## src/rtl/acc_pkg.sv

```systemverilog
package acc_pkg;

   // =====================================================================
   // Register map and field positions.
   // =====================================================================
   // Register indices step by one, so the byte address is 4 * index.
   localparam logic [11:0] CTL0_IDX = 12'hF70;
   localparam logic [11:0] CTL1_IDX = 12'hF71;
   localparam logic [11:0] DATH_IDX = 12'hF72;
   localparam logic [11:0] DATL_IDX = 12'hF73;
   localparam logic [13:0] CTL0_ADDR = {CTL0_IDX, 2'b00};
   localparam logic [13:0] CTL1_ADDR = {CTL1_IDX, 2'b00};
   localparam logic [13:0] DATH_ADDR = {DATH_IDX, 2'b00};
   localparam logic [13:0] DATL_ADDR = {DATL_IDX, 2'b00};

   localparam int GO_BIT = 7;
   localparam int REF_LO_BIT = 6;
   localparam int REF_PIN_BIT = 5;
   localparam int REPEAT_BIT = 4;
   localparam int REF_HI_BIT = 7;
   localparam int UP_ALM_EN_BIT = 4;
   localparam int LO_ALM_EN_BIT = 3;

   localparam logic [7:0] CTL0_RST = 8'h00;
   localparam logic [7:0] CTL1_RST = 8'h80;

   // =====================================================================
   // Timing counts at the system clock.
   // =====================================================================
   localparam int SINGLE_CYC = 5129;
   localparam int REPEAT_CYC = 256;
   localparam int WAKE_CYC = 40;
   localparam int IDLE_CYC = 160;

   // =====================================================================
   // Decoded codes.
   // =====================================================================
   localparam logic [2:0] BUF_SE_RAW = 3'h0;
   localparam logic [2:0] BUF_SE_UNITY = 3'h1;
   localparam logic [2:0] BUF_DI_RAW = 3'h4;
   localparam logic [2:0] BUF_DI_UNITY = 3'h5;
   localparam logic [2:0] BUF_DI_GAIN20 = 3'h7;
   localparam logic [3:0] SEL_SE_LAST_PIN = 4'h7;
   localparam logic [3:0] SEL_SE_TIA_GND = 4'hC;
   localparam logic [3:0] SEL_SE_TEMP = 4'hE;
   localparam logic [3:0] SEL_OFFSET_CAL = 4'hF;
   localparam logic [3:0] SEL_DI_LAST_PAIR = 4'hA;
   localparam int CAL_BYTES_PER_MODE = 3;
   localparam int CAL_MODES = 10;
   localparam int CAL_TOTAL_BYTES = CAL_BYTES_PER_MODE * CAL_MODES;

   typedef enum logic [3:0] {
      ACC_IDLE = 4'b0001,
      ACC_WAKE = 4'b0010,
      ACC_FIRST = 4'b0100,
      ACC_REPEAT = 4'b1000
   } acc_state_t;

   // Switch and reference controls toward the analog core.
   typedef struct packed {
      logic [7:0] pin_sw_p;
      logic [7:0] pin_sw_n;
      logic tia_ground;
      logic temp_sel;
      logic offset_short;
      logic diff_mode;
      logic buffered;
      logic gain20;
      logic ref_int_en;
      logic ref_2v0;
      logic ref_out_en;
      logic powered;
      logic sample_go;
   } acc_analog_t;

endpackage : acc_pkg

```

## src/rtl/acc_conv_ctrl.sv

```systemverilog
`timescale 1ns/1ps
// What this block does
// - A one written to conversion_go starts a conversion on the input.
// - A one written mid-conversion abandons it and restarts the count.
// - Go bit reads one until the end clears it; zero writes are ignored.
// - Reference level 00 external, 01 is 1.0 V, 10 is 2.0 V, 11 reserved.
// - ref_to_pin zero frees the pin; one buffers the internal reference out at levels 01 and 10 only.
// - Single-shot mode delivers one result after 5129 clock cycles.
// - Continuous mode updates the result every 256 clock cycles.
// - input_select meaning follows the single-ended or differential mode.
// - Single-ended: 0-7 pins, C grounds amp nodes, E temperature, F offset.
// - Differential: 0-A fixed pairs, B-E reserved, F offset calibration.
// - Reserved input codes open every input switch.
// - Offset calibration shorts the two converter inputs together.
// - Calibration data: 30 bytes, three per mode, offset then two gain.
// - Buffer modes 000,001,100,101,111 decoded; others reserved.
// - A start from power-down first spends 40 cycles powering up.
// - Converter powers down after 160 consecutive idle cycles.
// - Each result stores 11-bit value; done pulse when both alarms off.
module acc_conv_ctrl #(
   parameter int SINGLE_CYCLES = acc_pkg::SINGLE_CYC,
   parameter int REPEAT_CYCLES = acc_pkg::REPEAT_CYC
) (
   input wire logic i_mclk,
   input wire logic i_sys_rst,
   input wire logic [13:0] i_addr,
   input wire logic [7:0] i_wdata,
   input wire logic i_wr,
   input wire logic i_rd,
   output logic [7:0] o_rdata,
   input wire logic [10:0] i_core_result,
   output acc_pkg::acc_analog_t o_analog,
   output logic [10:0] o_result,
   output logic o_conv_done
);

   localparam int CW = 13;

   // ====================================================================
   // Register state.
   // ====================================================================
   logic [7:0] ctl0_r, ctl0_nxt;
   logic [7:0] ctl1_r, ctl1_nxt;
   logic [10:0] res_r, res_nxt;
   logic [7:0] rdata_r, rdata_nxt;
   logic done_r, done_nxt;
   acc_pkg::acc_state_t st_r, st_nxt;
   logic [CW-1:0] cnt_r, cnt_nxt;
   logic [7:0] idle_r, idle_nxt;
   logic pwr_r, pwr_nxt;
   acc_pkg::acc_analog_t ana_r, ana_nxt;

   logic go_wr;
   logic finish;
   logic alarms_off;

   assign go_wr = i_wr && i_addr == acc_pkg::CTL0_ADDR
                  && i_wdata[acc_pkg::GO_BIT];
   assign alarms_off = !ctl1_r[acc_pkg::UP_ALM_EN_BIT]
                       && !ctl1_r[acc_pkg::LO_ALM_EN_BIT];

   // ====================================================================
   // Conversion sequencer.
   // ====================================================================
   // A start write always reloads the count, so a restart is clean.
   always_comb begin
      st_nxt = st_r;
      cnt_nxt = cnt_r;
      idle_nxt = idle_r;
      pwr_nxt = pwr_r;
      finish = 1'b0;
      unique case (st_r)
         acc_pkg::ACC_IDLE: begin
            if (pwr_r) begin
               if (idle_r == 8'(acc_pkg::IDLE_CYC - 1)) begin
                  pwr_nxt = 1'b0;
               end else begin
                  idle_nxt = idle_r + 8'h01;
               end
            end
         end
         acc_pkg::ACC_WAKE: begin
            if (cnt_r == CW'(acc_pkg::WAKE_CYC - 1)) begin
               st_nxt = acc_pkg::ACC_FIRST;
               cnt_nxt = '0;
               pwr_nxt = 1'b1;
            end else begin
               cnt_nxt = cnt_r + CW'(1);
            end
         end
         acc_pkg::ACC_FIRST: begin
            if (cnt_r == CW'(SINGLE_CYCLES - 1)) begin
               finish = 1'b1;
               cnt_nxt = '0;
               idle_nxt = '0;
               st_nxt = ctl0_r[acc_pkg::REPEAT_BIT] ? acc_pkg::ACC_REPEAT
                                                     : acc_pkg::ACC_IDLE;
            end else begin
               cnt_nxt = cnt_r + CW'(1);
            end
         end
         acc_pkg::ACC_REPEAT: begin
            if (!ctl0_r[acc_pkg::REPEAT_BIT]) begin
               st_nxt = acc_pkg::ACC_IDLE;
               idle_nxt = '0;
            end else if (cnt_r == CW'(REPEAT_CYCLES - 1)) begin
               finish = 1'b1;
               cnt_nxt = '0;
            end else begin
               cnt_nxt = cnt_r + CW'(1);
            end
         end
      endcase
      if (go_wr) begin
         cnt_nxt = '0;
         idle_nxt = '0;
         st_nxt = pwr_r ? acc_pkg::ACC_FIRST : acc_pkg::ACC_WAKE;
      end
   end

   always_ff @(posedge i_mclk) begin
      if (i_sys_rst) begin
         st_r <= acc_pkg::ACC_IDLE;
         cnt_r <= '0;
         idle_r <= '0;
         pwr_r <= 1'b0;
      end else begin
         st_r <= st_nxt;
         cnt_r <= cnt_nxt;
         idle_r <= idle_nxt;
         pwr_r <= pwr_nxt;
      end
   end

   // ====================================================================
   // Register file, result capture and read port.
   // ====================================================================
   // Unmapped reads return zero; the data registers are read-only.
   always_comb begin
      ctl0_nxt = ctl0_r;
      ctl1_nxt = ctl1_r;
      res_nxt = res_r;
      done_nxt = 1'b0;
      rdata_nxt = 8'h00;
      if (i_wr && i_addr == acc_pkg::CTL0_ADDR) begin
         // Zero writes leave the go bit alone.
         ctl0_nxt = {ctl0_r[acc_pkg::GO_BIT] | i_wdata[acc_pkg::GO_BIT],
                     i_wdata[6:0]};
      end
      if (i_wr && i_addr == acc_pkg::CTL1_ADDR) begin
         ctl1_nxt = i_wdata;
      end
      if (finish && !go_wr) begin
         ctl0_nxt[acc_pkg::GO_BIT] = 1'b0;
      end
      if (finish) begin
         res_nxt = i_core_result;
         done_nxt = alarms_off;
      end
      if (i_rd) begin
         unique case (i_addr)
            acc_pkg::CTL0_ADDR: rdata_nxt = ctl0_r;
            acc_pkg::CTL1_ADDR: rdata_nxt = ctl1_r;
            acc_pkg::DATH_ADDR: rdata_nxt = res_r[10:3];
            acc_pkg::DATL_ADDR: rdata_nxt = {res_r[2:0], 5'h00};
            default: rdata_nxt = 8'h00;
         endcase
      end
   end

   always_ff @(posedge i_mclk) begin
      if (i_sys_rst) begin
         ctl0_r <= acc_pkg::CTL0_RST;
         ctl1_r <= acc_pkg::CTL1_RST;
         res_r <= '0;
         done_r <= 1'b0;
         rdata_r <= 8'h00;
      end else begin
         ctl0_r <= ctl0_nxt;
         ctl1_r <= ctl1_nxt;
         res_r <= res_nxt;
         done_r <= done_nxt;
         rdata_r <= rdata_nxt;
      end
   end

   // ====================================================================
   // Analog switch and reference decode.
   // ====================================================================
   // Decoding from the stored fields keeps the switches steady between
   // writes; a reserved code leaves every switch open.
   always_comb begin
      logic [3:0] sel;
      logic [2:0] bm;
      logic [1:0] refl;
      logic se;
      logic di;
      logic [2:0] pos;
      logic [2:0] neg;
      sel = ctl0_r[3:0];
      pos = 3'h0;
      neg = 3'h0;
      bm = ctl1_r[2:0];
      refl = {ctl1_r[acc_pkg::REF_HI_BIT], ctl0_r[acc_pkg::REF_LO_BIT]};
      ana_nxt = '0;
      se = bm == acc_pkg::BUF_SE_RAW || bm == acc_pkg::BUF_SE_UNITY;
      di = bm == acc_pkg::BUF_DI_RAW || bm == acc_pkg::BUF_DI_UNITY
           || bm == acc_pkg::BUF_DI_GAIN20;
      ana_nxt.diff_mode = di;
      ana_nxt.buffered = bm[0] && (se || di);
      ana_nxt.gain20 = bm == acc_pkg::BUF_DI_GAIN20;
      if (se) begin
         if (sel <= acc_pkg::SEL_SE_LAST_PIN) begin
            ana_nxt.pin_sw_p[sel[2:0]] = 1'b1;
         end else if (sel == acc_pkg::SEL_SE_TIA_GND) begin
            ana_nxt.tia_ground = 1'b1;
         end else if (sel == acc_pkg::SEL_SE_TEMP) begin
            ana_nxt.temp_sel = 1'b1;
         end else if (sel == acc_pkg::SEL_OFFSET_CAL) begin
            ana_nxt.offset_short = 1'b1;
         end
      end else if (di) begin
         if (sel == acc_pkg::SEL_OFFSET_CAL) begin
            ana_nxt.offset_short = 1'b1;
         end else if (sel <= acc_pkg::SEL_DI_LAST_PAIR) begin
            // Pair table: non-inverting pin in the upper three bits.
            unique case (sel)
               4'h0: {pos, neg} = 6'h01;
               4'h1: {pos, neg} = 6'h13;
               4'h2: {pos, neg} = 6'h25;
               4'h3: {pos, neg} = 6'h08;
               4'h4: {pos, neg} = 6'h1A;
               4'h5: {pos, neg} = 6'h2C;
               4'h6: {pos, neg} = 6'h35;
               4'h7: {pos, neg} = 6'h02;
               4'h8: {pos, neg} = 6'h03;
               4'h9: {pos, neg} = 6'h04;
               default: {pos, neg} = 6'h05;
            endcase
            ana_nxt.pin_sw_p[pos] = 1'b1;
            ana_nxt.pin_sw_n[neg] = 1'b1;
         end
      end
      ana_nxt.ref_int_en = refl == 2'b01 || refl == 2'b10;
      ana_nxt.ref_2v0 = refl == 2'b10;
      ana_nxt.ref_out_en = ctl0_r[acc_pkg::REF_PIN_BIT]
                           && ana_nxt.ref_int_en;
      ana_nxt.powered = pwr_nxt || st_nxt == acc_pkg::ACC_WAKE;
      ana_nxt.sample_go = st_nxt == acc_pkg::ACC_FIRST
                          || st_nxt == acc_pkg::ACC_REPEAT;
   end

   always_ff @(posedge i_mclk) begin
      if (i_sys_rst) begin
         ana_r <= '0;
      end else begin
         ana_r <= ana_nxt;
      end
   end

   assign o_analog = ana_r;
   assign o_result = res_r;
   assign o_conv_done = done_r;
   assign o_rdata = rdata_r;

   // ====================================================================
   // Checks.
   // ====================================================================
   a_zero_write_kept: assert property (
      @(posedge i_mclk) disable iff (i_sys_rst)
      i_wr && i_addr == acc_pkg::CTL0_ADDR && ctl0_r[7] && !finish
      |=> ctl0_r[7]) else $error("go bit lost on write");
   a_go_sets_bit: assert property (
      @(posedge i_mclk) disable iff (i_sys_rst)
      go_wr |=> ctl0_r[7]) else $error("start write not seen");
   a_restart_count: assert property (
      @(posedge i_mclk) disable iff (i_sys_rst)
      go_wr |=> cnt_r == '0) else $error("restart did not reload");
   a_done_clears_go: assert property (
      @(posedge i_mclk) disable iff (i_sys_rst)
      finish && !go_wr && st_r == acc_pkg::ACC_FIRST |=> !ctl0_r[7])
      else $error("go bit not cleared");
   a_wake_length: assert property (
      @(posedge i_mclk) disable iff (i_sys_rst)
      $rose(st_r == acc_pkg::ACC_WAKE) && !go_wr |-> ##39
      (st_r == acc_pkg::ACC_WAKE || go_wr)) else $error("short wake");
   a_done_gated: assert property (
      @(posedge i_mclk) disable iff (i_sys_rst)
      o_conv_done |-> $past(alarms_off)) else $error("done with alarm");
   a_result_load: assert property (
      @(posedge i_mclk) disable iff (i_sys_rst)
      finish |=> o_result == $past(i_core_result))
      else $error("result not stored");
   a_repeat_period: assert property (
      @(posedge i_mclk) disable iff (i_sys_rst)
      finish && st_r == acc_pkg::ACC_REPEAT |-> ##1 !finish [*8])
      else $error("repeat too fast");
   a_short_only_cal: assert property (
      @(posedge i_mclk) disable iff (i_sys_rst)
      o_analog.offset_short |-> o_analog.pin_sw_p == '0)
      else $error("pins with short");
   // Reserved buffer mode 010 must leave the pin, temperature and offset switches open.
   a_reserved_open: assert property (
      @(posedge i_mclk) disable iff (i_sys_rst)
      ctl1_r[2:0] == 3'h2 |=> o_analog.pin_sw_p == '0
      && o_analog.pin_sw_n == '0 && !o_analog.temp_sel
      && !o_analog.offset_short) else $error("reserved mode closed a switch");
   c_single: cover property (@(posedge i_mclk) finish
      && st_r == acc_pkg::ACC_FIRST);
   c_repeat: cover property (@(posedge i_mclk) finish
      && st_r == acc_pkg::ACC_REPEAT);
   c_restart: cover property (@(posedge i_mclk) go_wr && ctl0_r[7]);
   c_sleep: cover property (@(posedge i_mclk) $fell(pwr_r));

endmodule : acc_conv_ctrl

```

## config.mk

```make
export PLATFORM = sky130hd
export DESIGN_NAME = acc_conv_ctrl
export DESIGN_NICKNAME = d
export VERILOG_FILES = /design/src/rtl/acc_pkg.sv /design/src/rtl/acc_conv_ctrl.sv
export SDC_FILE = /design/constraint.sdc
export NUM_CORES = 1
export LEC_CHECK = 0
export BUFFER_PORTS_ARGS = -buffer_cell sky130_fd_sc_hd__buf_2
export CAP_MARGIN = 20
export CORE_MARGIN = 10
export CORE_UTILIZATION = 54
export DETAILED_ROUTE_END_ITERATION = 12
export PLACE_DENSITY = 0.79
export SETUP_SLACK_MARGIN = 0.4
export SLEW_MARGIN = 20
export SYNTH_ARGS = -nofsm -noshare
export SYNTH_HDL_FRONTEND = slang
export SYNTH_SLANG_ARGS = --single-unit
export TNS_END_PERCENT = 20
```

## constraint.sdc

```tcl
create_clock -name i_mclk -period 3.5 [get_ports i_mclk]
set_clock_uncertainty 0.1 [all_clocks]
set_input_delay 0.35 -clock i_mclk [delete_from_list [all_inputs] [get_ports i_mclk]]
set_output_delay 0.35 -clock i_mclk [all_outputs]
set_load 0.005 [all_outputs]
```

==> results.toml <==
[placed_design]
placed_area_mm2 = 0.00458
dpl.hpwl_um = 6960
place_ws_ps = 515
dp.cells = 611
place_congestion = 0.827
numPortBuffers = 83

[route]
post-route-drc-count = 0
viasPerCell = 5.44
final_antenna_net_count = 0
routed_wirelength_um = 9210
drtIter0Drc = 127
routedWlPerCell_um = 14.7
vias = 3414
dr.pass1.iters = 4

[setup_path]
cp_num_buf_inv = 0
cp.required_ps = 3610
crit_start = "cnt_r[4]$_SDFFE_PP0P_"
cp-end-kind = "flip-flop"
cp-endpoint = "cnt_r[3]$_SDFFE_PP0P_"
cp_max_fo = 11
crit_top_cell = "or4_4"
worstPathArrival_ps = 2800
worstPathCellList = "or4_4, or4_4, nand3_4, nand3_1, o21bai_1, nor2_1"
crit_cells = 6
path_class = "reg -> reg"
cpPeakStageDelay_ps = 630
worstReg2RegEnd = "cnt_r[3]$_SDFFE_PP0P_"
reg2reg_slack_ps = 810
r2r_start = "cnt_r[4]$_SDFFE_PP0P_"
cp_slowest_cell = "o21bai_1"
start_kind = "flip-flop"
cpLargestDelayFamily = "simple AND/OR/NAND/NOR gates"
r2r_cells = 6

[finish]
drive_gt1_share_pct = 22.0
syn_to_final_growth_pct = 15.8
ff_latch_area_mm2 = 0.00190
finish.utilization_pct = 65.0
layout.cells.non_filler = 627
fill_cells = 633
diodes = 0
finalInstanceArea_mm2 = 0.00476
multi_input_area_mm2 = 0.00206
fin_nets = 569

[logic_synthesis]
ys.flop_type = "dfxtp_1"
synthArstFlopShare_pct = 0
synth.avg_cell_area_um2 = 9.26
synthesis.nets = 490
yosysWarnings = 0
ys_types = 56
ys_seq_area_share_pct = 46.2
yosysTopAreaCellShare_pct = 46.2
synth_area_mm2 = 0.00411
synth_area_leaders = "dfxtp_1 46%, mux2i_1 7.8%, nor2_1 6.4%"
synth_top_area_cell = "dfxtp_1"
synth_edf_count = 0
ys_ff_latch = 95
syn_inst = 444

[floorplanning]
dieArea_mm2 = 0.0115
core_area_mm2 = 0.00733
rows = 31
io_pins = 84
start_util_pct = 56.1
die_width_um = 107
die_h_um = 107

[timing]
post-route-min-period_ps = 2690
whs_ps = 124
setup-tns-final_ps = 0
timing.slew.headroom_pct = 48.6
rsz0062_at_grt = "false"
worst_pin_slew_ps = 770
maxSlewViolCount = 0
final_hold_viol_count = 0
period_share_pct = 76.9
worst_slack_ps = 808
setup_viol = 0
clock.fmax_ghz = 0.371

[pwr]
seqPwrFrac_pct = 60.4
powerDensity_mw_per_mm2 = 376
internal_power_mw = 1.39
vdd_ir_drop_max_uv = 312
p_leak_nw = 2.07
power_switching_mw = 0.404
pwr-share-clk_pct = 36.5
p_total_mw = 1.79
switching_share_pct = 22.5
p_comb_share_pct = 3.1

[clock_tree]
holdBufCountCts = 0
cts.clk_slew.worst_paths_ps = 90
cts.sinks = 95
post_cts_resize_count = 0
post-cts-setup-buffers = 0
cts_tree = "built"
h-tree-depth = 3
cts.path.max_buffers = 2
root_buffer = "clkbuf_8"
clock_latency_ps = 350
cts_made_buffers = 9

[worst_hold_path]
hp-class = "in -> reg"
hold_start = "i_core_result[1]"

[global_routing]
grt_use_total_pct = 16.0
first_global_vias = 3287
grt_pass1_wl_um = 15400
antenna_found_initial = 0
gr-total-overflow = 0
grt_max_degree = 37

[job]
maxCapViolCount = 0

[status]
run_status = "finished, final reports clean"
==> final cells by class <==
cell class                 count  area share [%]
inverter                      14            1.10
clock buffer                  11            2.97
clock inverter                 5           0.867
sequential                    95            39.9
tap                           99            2.60
timing repair buffer          86            9.19
multi-input combinational    317            43.3
==> placed cells by master, fill, tap and decap left out, drive strengths merged, types with 2 or more instances in the layout <==
cell      instances
dfxtp            95
buf              86
nor2             70
nand2            34
mux2i            32
a21oi            21
nand2b           15
inv              15
nand4            11
clkbuf           11
xor2             10
o21ai            10
ha                9
nand3             9
and3              8
or4               8
nor2b             7
nor3              6
and2              5
o22ai             5
nor4              4
nand3b            4
a211oi            4
xnor2             4
nand4b            3
a21o              3
o32ai             3
or3               3
mux4              3
o31ai             3
a311oi            2
o21bai            2
and4              2
clkinv            2
clkinvlp          2
a31oi             2
==> sequential cells by signal (all words and copies together), names as in the netlist, named ones only <==
name	cells
st_r	4
pwr_r	1
ctl1_r	8
o_analog	27
o_conv_done	1
o_result	11
idle_r	8
o_rdata	8
ctl0_r	8
cnt_r	13
==> layer usage <==
metal	part of all wire [%]	global-route usage [%]	routed length [um]	vias to the layer above
met3	6.4	5.09	585	5
met1	43	18.3	3950	1613
li1	-	-	-	1721
met5	0	0	0	-
met2	50	28.0	4610	75
met4	0.76	4.55	70	0
==> synth_stat cells (4+ instances only) <==
master	number
and3_1	7
dfxtp_1	95
nand4_1	11
nor4_1	4
mux2i_1	32
a21oi_1	21
nand2b_1	15
o22ai_1	5
nand3_1	7
clkbuf_1	10
nor2b_1	7
nand2_1	34
xor2_1	10
inv_1	14
a211oi_1	4
nor3_1	6
ha_1	9
or4_1	6
o21ai_0	9
xnor2_1	4
nor2_1	70
nand3b_1	4
and2_1	5
buf_2	4
==> logic make-up (layout without fill, tap and decap cells) <==
family | count (synthesis) | after routing | share of synthesized area [%]
adders and majority gates | 9 | 9 | 2.74
muxes | 35 | 35 | 9.43
DFF | 95 | 95 | 46.2
and+or+nand+nor | 197 | 197 | 25.3
buffers and inverters | 32 | 116 | 3.56
xor gates and xnor gates | 14 | 14 | 2.98
AOI/OAI and AO/OA | 62 | 62 | 9.71
==> worst min-delay path: cells and delay by family <==
| kind | cells | cell delay, ps |
|---|---|---|
| simple gates | 1 | 70 |
| buf+inv | 1 | 70 |
| mux | 1 | 50 |
==> how the worst min path moves through the flow <==
stage / end / slack [ps] / cells after the start
after floorplan: o_conv_done$_SDFF_PP0_ / 320 / 1
after global placement: ctl0_r[7]$_SDFFE_PP0N_ / 350 / 2
after detailed placement: ctl0_r[7]$_SDFFE_PP0N_ / 360 / 2
after CTS: o_result[1]$_SDFFE_PP0N_ / 110 / 3
after global routing: o_result[7]$_SDFFE_PP0N_ / 130 / 3
final: o_result[1]$_SDFFE_PP0N_ / 120 / 3
==> power groups by stage <==
stage | sequential (mW) | combinational (mW) | clock [mW]
floorplan | 1.11 | 0.0253 | 0
global placement | 1.11 | 0.0543 | 0
detailed placement | 1.11 | 0.0555 | 0
CTS | 1.08 | 0.0556 | 0.673
global route | 1.08 | 0.0607 | 0.716
finish | 1.08 | 0.0557 | 0.655
Power figures use the tool's default switching activity.
